--- src/mia_defs.svh ---
// How it works
// - every endpoint request and every periph_req_i line except 0 to 23, 34 and 35 is ORed into one internal core request; the four other standard sources are not.
// - that combined request also drives a pin that can interrupt a controller outside the chip.
// - the core jumps to 0003h for the combined request, 000Bh for timer-0 and 0013h for external request 1.
// - the enable register holds five source enables in bits 0 to 4, all reset to 0, with bits 5 and 6 reserved.
// - the global enable in bit 7 blocks every core interrupt while 0 and hands control to the source enables while 1.
// - a source enable of 1 lets its source interrupt the core, and 0 suppresses it.
// - a vector register names the active source and has room for 64 distinct vectors.
// - the input endpoint pending register is 8 read-only bits, bit n set when input endpoint n interrupts.
// - the output endpoint pending register is 8 read-only bits, bit n set when output endpoint n interrupts.
// - an endpoint pending bit stays set until the processor writes the vector register while it holds that endpoint's vector.
// - any write to the vector register retires the current vector and loads the next pending one, 00h if none.
// - the vector has 0 in bit 7, the group in bits 6 to 4, the source in bits 3 to 1 and 0 in bit 0; group 7 ranks highest.
`ifndef MIA_DEFS_SVH
`define MIA_DEFS_SVH
`define MIA_ADDR_ENABLE     4'h0
`define MIA_ADDR_IEP        4'h1
`define MIA_ADDR_OEP        4'h2
`define MIA_ADDR_VECTOR     4'h3
`define MIA_ADDR_SRCPEND    4'h4
`define MIA_ENABLE_RESET    8'h00
`define MIA_ENABLE_WMASK    8'h9f
`define MIA_BIT_EXT0        0
`define MIA_BIT_TIMER0      1
`define MIA_BIT_EXT1        2
`define MIA_BIT_TIMER1      3
`define MIA_BIT_SERIAL      4
`define MIA_BIT_GLOBAL      7
`define MIA_VEC_NONE        8'h00
`define MIA_VEC_CORE0       16'h0003
`define MIA_VEC_TIMER0      16'h000b
`define MIA_VEC_CORE1       16'h0013
`define MIA_VEC_TIMER1      16'h001b
`define MIA_VEC_SERIAL      16'h0023
`define MIA_GRP_OEP         4'h1
`define MIA_GRP_IEP         4'h2
`define MIA_GRP_EP0         4'h4
`define MIA_IDX_IEP0        3'h2
`define MIA_IDX_OEP0        3'h3
`endif

--- src/mia_pkg.sv ---
package mia_pkg;
	// one source slot per vector code: 8 groups of 8 indexes
	typedef logic [63:0] mia_src_vec_t;
	typedef struct packed {
		logic [3:0] addr;
		logic [7:0] wdata;
		logic       wr;
		logic       rd;
	} mia_bus_req_t;
	typedef enum logic [1:0] {
		MIA_IDLE = 2'b01,
		MIA_HOLD = 2'b10
	} mia_vec_state_t;
endpackage : mia_pkg

--- src/mia_sync.sv ---
`timescale 1ns/100ps
// two-stage synchroniser for asynchronous request pins
module mia_sync
	import mia_pkg::*;
#(
	parameter int WIDTH = 8
) (
	input  wire logic             core_clk_i,
	input  wire logic             rst_n_i,
	input  wire logic [WIDTH-1:0] async_i,
	output logic      [WIDTH-1:0] sync_o
);
	typedef struct packed {
		logic [WIDTH-1:0] meta;
		logic [WIDTH-1:0] stable;
	} mia_sync_state_t;
	mia_sync_state_t st_r;
	mia_sync_state_t st_nxt;

	// first stage is read only by the second
	always_comb begin
		st_nxt        = st_r;
		st_nxt.meta   = async_i;
		st_nxt.stable = st_r.meta;
	end

	always_ff @(posedge core_clk_i or negedge rst_n_i) begin
		if (!rst_n_i) begin
			st_r <= '0;
		end else begin
			st_r <= st_nxt;
		end
	end

	assign sync_o = st_r.stable;
endmodule : mia_sync

--- src/mia_prio.sv ---
`timescale 1ns/100ps
`include "mia_defs.svh"
// hard-wired priority encoder: highest group wins, then highest index
module mia_prio
	import mia_pkg::*;
(
	input  wire logic [63:0] pend_i,
	output logic      [7:0]  vector_o
);
	function automatic logic [7:0] mia_encode(input logic [63:0] p);
		logic [7:0] v;
		v = `MIA_VEC_NONE;
		// ascending scan so the last hit is the highest priority
		for (int k = 0; k < 64; k++) begin
			if (p[k]) begin
				v = {1'b0, k[5:0], 1'b0};
			end
		end
		return v;
	endfunction : mia_encode

	// slot k stands for group k/8, index k%8: vector = k*2 with bit 0 low
	always_comb begin
		vector_o = mia_encode(pend_i);
	end
endmodule : mia_prio

--- src/mia_top.sv ---
`timescale 1ns/100ps
`include "mia_defs.svh"
// interrupt aggregation between peripheral request lines and the core
module mia_top
	import mia_pkg::*;
(
	input  wire logic        core_clk_i,
	input  wire logic        rst_n_i,
	input  wire logic [3:0]  reg_addr_i,
	input  wire logic [7:0]  reg_wdata_i,
	input  wire logic        reg_wr_i,
	input  wire logic        reg_rd_i,
	output logic      [7:0]  reg_rdata_o,
	input  wire logic [7:0]  iep_event_i,
	input  wire logic [7:0]  oep_event_i,
	input  wire logic [63:0] periph_req_i,
	input  wire logic        timer0_req_i,
	input  wire logic        timer1_req_i,
	input  wire logic        ext1_req_i,
	input  wire logic        serial_req_i,
	output logic             combined_peripheral_request_n_o,
	output logic             offchip_irq_output_n_o,
	output logic             core_irq_o,
	output logic      [15:0] core_vector_addr_o
);
	typedef struct packed {
		logic [7:0]     enable;
		logic [7:0]     iep_pend;
		logic [7:0]     oep_pend;
		logic [63:0]    held;
		logic [7:0]     vector;
		mia_vec_state_t vstate;
		logic [7:0]     rdata;
		logic           comb_n;
		logic           offchip_n;
		logic           core_irq;
		logic [15:0]    vaddr;
	} mia_state_t;

	mia_state_t   st_r;
	mia_state_t   st_nxt;
	mia_bus_req_t bus;
	logic [7:0]   iep_sync;
	logic [7:0]   oep_sync;
	logic [7:0]   iep_prev_r;
	logic [7:0]   oep_prev_r;
	logic [63:0]  pend_all;
	logic [7:0]   next_vec;
	logic         vec_write;

	assign bus = '{addr: reg_addr_i, wdata: reg_wdata_i, wr: reg_wr_i, rd: reg_rd_i};
	assign vec_write = bus.wr && (bus.addr == `MIA_ADDR_VECTOR);

	// endpoint events come from the usb clock side, so resynchronise them
	mia_sync #(.WIDTH(8)) u_sync_iep (
		.core_clk_i (core_clk_i),
		.rst_n_i    (rst_n_i),
		.async_i    (iep_event_i),
		.sync_o     (iep_sync)
	);
	mia_sync #(.WIDTH(8)) u_sync_oep (
		.core_clk_i (core_clk_i),
		.rst_n_i    (rst_n_i),
		.async_i    (oep_event_i),
		.sync_o     (oep_sync)
	);

	// edge history so a held endpoint level raises one pending event
	always_ff @(posedge core_clk_i or negedge rst_n_i) begin
		if (!rst_n_i) begin
			iep_prev_r <= 8'h00;
			oep_prev_r <= 8'h00;
		end else begin
			iep_prev_r <= iep_sync;
			oep_prev_r <= oep_sync;
		end
	end

	// map endpoint pending bits and the other peripheral lines onto vector slots
	always_comb begin
		pend_all = periph_req_i;
		pend_all[7:0] = 8'h00; // group 0 carries no source
		for (int n = 1; n < 8; n++) begin
			pend_all[8 + n]  = st_r.oep_pend[n];
			pend_all[16 + n] = st_r.iep_pend[n];
		end
		pend_all[8]  = 1'b0;
		pend_all[16] = 1'b0;
		pend_all[32 + 2] = st_r.iep_pend[0];
		pend_all[32 + 3] = st_r.oep_pend[0];
		pend_all = pend_all & ~st_r.held;
	end

	mia_prio u_prio (
		.pend_i   (pend_all),
		.vector_o (next_vec)
	);

	// next-state logic for registers, pending bits, vector and core outputs
	always_comb begin
		logic       any_src;
		logic [7:0] en;
		logic [7:0] iep_rise;
		logic [7:0] oep_rise;
		any_src  = 1'b0;
		en       = 8'h00;
		iep_rise = iep_sync & ~iep_prev_r;
		oep_rise = oep_sync & ~oep_prev_r;
		st_nxt   = st_r;

		// only the five enables and the global bit are writable
		if (bus.wr && bus.addr == `MIA_ADDR_ENABLE) begin
			st_nxt.enable = bus.wdata & `MIA_ENABLE_WMASK;
		end

		// a vector write retires the current source and clears its pending bit
		if (vec_write && st_r.vstate == MIA_HOLD) begin
			case (st_r.vector[7:4])
				`MIA_GRP_OEP: st_nxt.oep_pend[st_r.vector[3:1]] = 1'b0;
				`MIA_GRP_IEP: st_nxt.iep_pend[st_r.vector[3:1]] = 1'b0;
				`MIA_GRP_EP0: begin
					if (st_r.vector[3:1] == `MIA_IDX_IEP0) begin
						st_nxt.iep_pend[0] = 1'b0;
					end
					if (st_r.vector[3:1] == `MIA_IDX_OEP0) begin
						st_nxt.oep_pend[0] = 1'b0;
					end
				end
				default: begin
				end
			endcase
		end
		// set wins over clear in the same cycle
		st_nxt.iep_pend = st_nxt.iep_pend | iep_rise;
		st_nxt.oep_pend = st_nxt.oep_pend | oep_rise;

		// vector latch: held until written, then the next pending one loads
		case (st_r.vstate)
			MIA_IDLE: begin
				// mask bits survive idle; only a dropped line releases them
				if (next_vec != `MIA_VEC_NONE) begin
					st_nxt.vector = next_vec;
					st_nxt.vstate = MIA_HOLD;
				end else begin
					st_nxt.vector = `MIA_VEC_NONE;
				end
			end
			MIA_HOLD: begin
				if (vec_write) begin
					// level peripherals stay masked until dropped, avoiding an instant repeat
					st_nxt.held = st_r.held | (64'h1 << st_r.vector[7:1]);
					st_nxt.vector = `MIA_VEC_NONE;
					st_nxt.vstate = MIA_IDLE;
				end
			end
			default: begin
				st_nxt.vstate = MIA_IDLE;
				st_nxt.vector = `MIA_VEC_NONE;
			end
		endcase
		// release mask bits whose raw line has gone away
		st_nxt.held = st_nxt.held & periph_req_i;
		if (st_r.vstate == MIA_HOLD && vec_write) begin
			st_nxt.held = st_nxt.held | (64'h1 << st_r.vector[7:1]);
		end

		// combined request follows any unmasked pending source
		any_src = (|pend_all) || (st_r.vstate == MIA_HOLD);
		st_nxt.comb_n    = ~any_src;
		st_nxt.offchip_n = ~any_src;

		// gating of the five standard sources
		en = st_r.enable & {8{st_r.enable[`MIA_BIT_GLOBAL]}};
		st_nxt.core_irq = 1'b1;
		if (en[`MIA_BIT_EXT0] && any_src) begin
			st_nxt.vaddr = `MIA_VEC_CORE0;
		end else if (en[`MIA_BIT_TIMER0] && timer0_req_i) begin
			st_nxt.vaddr = `MIA_VEC_TIMER0;
		end else if (en[`MIA_BIT_EXT1] && ext1_req_i) begin
			st_nxt.vaddr = `MIA_VEC_CORE1;
		end else if (en[`MIA_BIT_TIMER1] && timer1_req_i) begin
			st_nxt.vaddr = `MIA_VEC_TIMER1;
		end else if (en[`MIA_BIT_SERIAL] && serial_req_i) begin
			st_nxt.vaddr = `MIA_VEC_SERIAL;
		end else begin
			st_nxt.core_irq = 1'b0;
			st_nxt.vaddr    = 16'h0000;
		end

		// read data stands only in the cycle after the strobe
		st_nxt.rdata = 8'h00;
		if (bus.rd) begin
			case (bus.addr)
				`MIA_ADDR_ENABLE:  st_nxt.rdata = st_r.enable;
				`MIA_ADDR_IEP:     st_nxt.rdata = st_r.iep_pend;
				`MIA_ADDR_OEP:     st_nxt.rdata = st_r.oep_pend;
				`MIA_ADDR_VECTOR:  st_nxt.rdata = st_r.vector;
				`MIA_ADDR_SRCPEND: st_nxt.rdata = {7'h00, any_src};
				default:           st_nxt.rdata = 8'h00;
			endcase
		end
	end

	always_ff @(posedge core_clk_i or negedge rst_n_i) begin
		if (!rst_n_i) begin
			st_r           <= '0;
			st_r.enable    <= `MIA_ENABLE_RESET;
			st_r.vector    <= `MIA_VEC_NONE;
			st_r.vstate    <= MIA_IDLE;
			st_r.comb_n    <= 1'b1;
			st_r.offchip_n <= 1'b1;
		end else begin
			st_r <= st_nxt;
		end
	end

	assign reg_rdata_o                     = st_r.rdata;
	assign combined_peripheral_request_n_o = st_r.comb_n;
	assign offchip_irq_output_n_o          = st_r.offchip_n;
	assign core_irq_o                      = st_r.core_irq;
	assign core_vector_addr_o              = st_r.vaddr;
endmodule : mia_top

--- config.mk ---
export PLATFORM = sky130hd
export DESIGN_NAME = mia_top
export DESIGN_NICKNAME = d
export VERILOG_FILES = /design/src/mia_pkg.sv /design/src/mia_sync.sv /design/src/mia_prio.sv /design/src/mia_top.sv
export VERILOG_INCLUDE_DIRS = /design/src /design/src/src
export SDC_FILE = /design/constraint.sdc
export NUM_CORES = 1
export LEC_CHECK = 0
export BUFFER_PORTS_ARGS = -buffer_cell sky130_fd_sc_hd__buf_2
export CAP_MARGIN = 20
export CORE_ASPECT_RATIO = 0.9
export CORE_MARGIN = 2
export CORE_UTILIZATION = 50
export DETAILED_ROUTE_END_ITERATION = 10
export PLACE_DENSITY = 0.84
export SETUP_SLACK_MARGIN = 0.5
export SYNTH_ARGS = -nofsm -noshare
export SYNTH_HDL_FRONTEND = slang
export SYNTH_SLANG_ARGS = --single-unit
--- constraint.sdc ---
create_clock -name core_clk_i -period 1.8 [get_ports core_clk_i]
set_input_delay 0.18 -clock core_clk_i [delete_from_list [all_inputs] [get_ports core_clk_i]]
set_output_delay 0.18 -clock core_clk_i [all_outputs]
set_load 0.02 [all_outputs]
# Word-level counts from Yosys, hierarchy flattened

Cells that the tools add are included.

Word-level logic and storage cells: 152
Latch bits: 0
Input port bits: 100
Output and inout port bits: 27
Memory bits (writable): 0
ROM bits: 0
Bits in registers: 170
Memories kept: 0

Bitwise gates (word level): 16
Mux-type cells: 90
Add/sub/neg operators: 0
Reduce and logical (&&, ||, !) cells: 14
Order comparisons: 2
Equal/unequal tests: 13
Div/mod/pow operators: 0
Multipliers: 0
Shifts and indexed selects: 1

Operator list:

| cell                                             | count |
|---|---|
| 2-to-1 mux 7 bit                                 | 34 |
| AND 64 bit                                       | 2 |
| 2-to-1 mux 64 bit                                | 2 |
| OR 64 bit                                        | 2 |
| 2-to-1 mux 6 bit                                 | 21 |
| 2-to-1 mux 74 bit                                | 1 |
| inverter 64 bit                                  | 1 |
| OR reduction 64 bit                              | 1 |
| << shifter 1 x 7 -> 64 bit, first input constant | 1 |
| 2-to-1 mux 5 bit                                 | 8 |
| one-hot mux 8 bit (5 select lines)               | 1 |
| AND 8 bit                                        | 4 |
| inverter 8 bit                                   | 3 |
| one-hot mux 10 bit (2 select lines)              | 1 |
| 2-to-1 mux 16 bit                                | 1 |
| 2-to-1 mux 4 bit                                 | 4 |
| 2-to-1 mux 8 bit                                 | 2 |
| OR 8 bit                                         | 2 |
| == test 4 x 2 -> 1 bit, second input constant    | 3 |
| logical AND 1 bit                                | 9 |
| == test 4 x 1 -> 1 bit, second input constant    | 2 |
| == test 4 x 3 -> 1 bit, second input constant    | 2 |
| 2-to-1 mux 1 bit                                 | 8 |
| nonzero test 8 bit                               | 1 |
| 15 further kinds                                 | 20 |

# Logic depth before layout (Yosys ltp)

Depth after elaboration: 68
Depth in mapped cells: 7
Depth with buffers taken out: 7

# Cells and area by module

Synthesis repeated with hierarchy kept, for this count alone.

Cells, all modules: 619
Area, all modules: 6717.7 um^2

Modules (own cells, without submodules):

| module   | seq. area each (um^2) | cells each | area an instance (um^2) | times used |
|---|---|---|---|---|
| mia_top  | 2880.3                | 447        | 5108.6                  | 1 |
| mia_prio | 0.0                   | 140        | 808.3                   | 1 |
| mia_sync | 400.4                 | 16         | 400.4                   | 2 |

# Worst setup path after synthesis

Ideal clock, no wire load.

Path kind: register to register
From: reg st_r[107] (netlist name)
To: reg st_r[28] (netlist name)
Stages on the path, launching flop included: 7
Arrival time: 1.842 ns
Setup slack: -0.167 ns
Required time: 1.675 ns
Period minus slack after synthesis: 1.967 ns
Buffers on the path: 0
Setup time: 0.125 ns
Cells stage by stage: dfrtp_1 nor2b_4 or4_4 o211a_1 o211ai_2 a21oi_2 mux2_4

Cells in the longest elaborated chain, start to end: 54

RTL lines:

| what                                 | line           | source |
|---|---|---|
| start: declaration                   | mia_top.sv:40  | `mia_state_t st_r;` |
| start signal: assignment             | mia_top.sv:213 | `st_r <= st_nxt;` |
| AND 64 bit                           | mia_top.sv:91  | `pend_all = pend_all & ~st_r.held;` |
| 2-to-1 mux 5 bit (2 in a row)        | mia_prio.sv:15 | `if (p[k]) begin` |
| 2-to-1 mux 6 bit (16 in a row)       | mia_prio.sv:15 |  |
| 2-to-1 mux 7 bit (32 in a row)       | mia_prio.sv:15 |  |
| nonzero test 8 bit (no source line)  | -              |  |
| != test 2 bit (no source line)       | -              |  |
| AND reduction 2 bit (no source line) | -              |  |

No other way between the ends.
A chain may end at the register's enable or synchronous reset.

# Worst setup path after layout

From: reg st_r[100] (netlist name)
To: reg st_r[28] (netlist name)

Cells in the longest elaborated chain, start to end: 6

RTL lines:

| what                                 | line |
|---|---|
| inverter 64 bit                      | mia_top.sv:91 |
| AND 64 bit                           | mia_top.sv:91 |
| 2-to-1 mux 7 bit                     | mia_prio.sv:15 |
| nonzero test 8 bit (no source line)  | - |
| != test 2 bit (no source line)       | - |
| AND reduction 2 bit (no source line) | - |

No other way between the ends.

==> run summary <==
Antenna Nets Post-Route: 0
RSZ-0062 raised after global routing: true
Tot GR Track Use: 34.11%
post-synthesis sequential area ratio: 55.54%
f_max: 458.3 MHz
leading area contributor after synthesis: dfrtp_1
detailed placement HPWL: 13.91 mm
vias in the first global route: 6713
Syn Inst Count: 600
Max-slew headroom: 61.39%
Post-synth EDFFs: 0
drt via density: 6.069
startpoint types: flop
Setup WS pre-CTS: -0.2861 ns
die area: 0.01401 mm2
met1 Track Usage GR: 41.52%
Worst Hold Launch: periph_req_i[25]
setup TNS: -2.736 ns
DRC violation count after routing: 0
clk_skew: 0.01516 ns
Std-Cell Rows: 39
Starting Density: 51.33%
Critical Path Start: st_r[100]
status: finished with violations
failing checks: setup timing
setup violators final: 14
Final Cycle Share: 121.2%
Hold WC Path Type: primary input to flop
max-cap viol count: 0
Setup CP Type: flop to flop
CORE AREA: 0.01274 mm2
most frequent cells in the layout: dfrtp_1, buf_4, buf_2
Max H-tree Level: 4
Die H: 112.5 um
Clock Tree Buf Depth: 2
first-pass GRT wire length: 36.47 mm
Synth Register Bits: 145
Netlist Area Pre-Place: 0.006538 mm2
CTS tree: yes
synth unique cells: 70
drt pass-1 iters: 8
initial antenna violation count: 1
io pins: 127
max-slew violation count: 0
global route hottest layer: met2
Layout Nets: 1019
crit path max fanout: 4
Root Buffer: clkbuf_16
minimum clock period: 2.182 ns
Hold Vio Cnt, Final: 0
average cell area after synthesis: 10.90 um2
top cell type's share of synthesized area: 54.74%
largest net degree at the start of global routing: 60
CP arrival: 2.49 ns
ys async rst share: 100.0%
Hold EP: st_r[62]
met3 GRT Util: 10.58%
R2R Path End: st_r[28]
Crit path required time: 2.10 ns
reg2reg setup slack: -0.38 ns
Worst setup EP type: flop
Worst Hold Path Cells: 3
post-route setup slack: -0.3821 ns
FF-to-FF Start: st_r[100]
Inserted Clock Buffers: 17
Static Leak: 4.968 nW
power density cells: 958.2 mW/mm2
Clock transition at path regs: 0.07 ns
Clk Latency, worst-skew pair: 0.43 ns
Die Wd: 124.5 um
via count: 6639
final cell count without fillers: 1094
R2R depth: 6
ys flop type: dfrtp_1
wire per inst: 22.60 um
area grow syn2layout: 55.01%
Yosys warning count: 0
GRT met2 Usage: 54.43%
gr ovfl total: 0
DRT Wirelength: 24.73 mm
VDD IR max: 0.0008250 V
placed cells: 971
Port Buffer Count: 103
worst hold slack: 0.001445 ns
Starting DRT DRC Count: 793
top cells by area, synth: dfrtp_1, nand2_1, a22o_1
Worst Max-Slew Pin Slew: 0.5766 ns
fraction of layout cells with a size suffix above 1: 48.01%
gpl congestion: 0.9412
CTS sink cnt: 145
==> worst max path at each step <==
stage,cells past startpoint,slack [ns],to
after global routing,6,-0.46,st_r[28]
final,6,-0.38,st_r[28]
after CTS,6,-0.26,core_vector_addr_o[5]
after detailed placement,6,-0.29,st_r[28]
after global placement,6,-0.23,st_r[28]
after floorplan,6,-0.12,st_r[28]
==> logic make-up after synthesis <==
family          share of synthesized area [%]
compound gates                          15.08
other cells                           0.05736
mux                                     3.292
flops                                   55.54
buf+inv                                 4.823
fa+ha+maj                              0.5742
simple gates                            20.63
==> state kept, by name (all words and copies together) (netlist names) <==
register / flops
core_vector_addr_o: 4
iep_prev_r: 8
oep_prev_r: 8
offchip_irq_output_n_o: 1
reg_rdata_o: 8
st_r: 84
u_sync_iep.st_nxt: 8
u_sync_iep.sync_o: 8
u_sync_oep.st_nxt: 8
u_sync_oep.sync_o: 8
==> metal layers <==
layer / up-vias / part of all wire (%)
met5: - / 0
met4: 0 / 6.7
met3: 162 / 11
met2: 543 / 47
met1: 3186 / 36
li1: 2748 / -
==> through the flow <==
step,util (%),power (mW),area [um2]
after CTS,77.62,9.348,9886
after detailed placement,64.14,5.363,8169
after global placement,64.14,5.332,8169
final,79.57,9.710,10130
after global routing,79.55,9.995,10130
after floorplan,-,4.603,6703
==> cell type report <==
| class | instances | area, um2 |
|---|---|---|
| Multi-Input combinational cell | 407 | 3183 |
| Inverter | 24 | 90.09 |
| Clock buffer | 18 | 439.2 |
| Timing Repair Buffer | 321 | 2410 |
| Antenna cell | 1 | 2.502 |
| Tap cell | 164 | 205.2 |
| Sequential cell | 145 | 3637 |
| Clock inverter | 14 | 166.4 |
| Fill cell | 659 | 2603 |
==> critical path, stage by stage, from the launching register on <==
cell and delay (ns):
dfrtp_1 0.35, and2b_2 0.23, or4_4 0.47, nor4_4 0.31, and4_1 0.30, a21oi_2 0.08
mux2_4 0.31
==> timing repair <==
item                                   in CTS  in global routing
pin swaps                                  31                 35
setup endpoints to repair                  89                 89
gates cloned                                1                  0
resized for setup                         113                 50
buffers inserted                           18                  8
hold buffers                               63                  0
endpoints found under the hold margin     205                  0
==> synthesized netlist by cell type (all sizes together) (6+ instances only) <==
| cell type | count |
|---|---|
| dfrtp | 143 |
| nand2 | 80 |
| o21ai | 47 |
| nor2b | 31 |
| nand2b | 28 |
| nor2 | 28 |
| buf | 27 |
| a22o | 26 |
| inv | 24 |
| a21oi | 13 |
| or2b | 11 |
| nand4 | 10 |
| mux2 | 9 |
| a32o | 8 |
| clkbuf | 8 |
| nor3 | 8 |
| a31oi | 7 |
| and3 | 6 |
| nand3 | 6 |
| nor3b | 6 |
| o211ai | 6 |
==> report_power, final <==
part	switching, mW	total (mW)	internal (mW)
logic	1.28	2.36	1.08
registers	0.241	3.70	3.46
clock network	1.53	3.65	2.12
(Power assumes the default switching activity.)
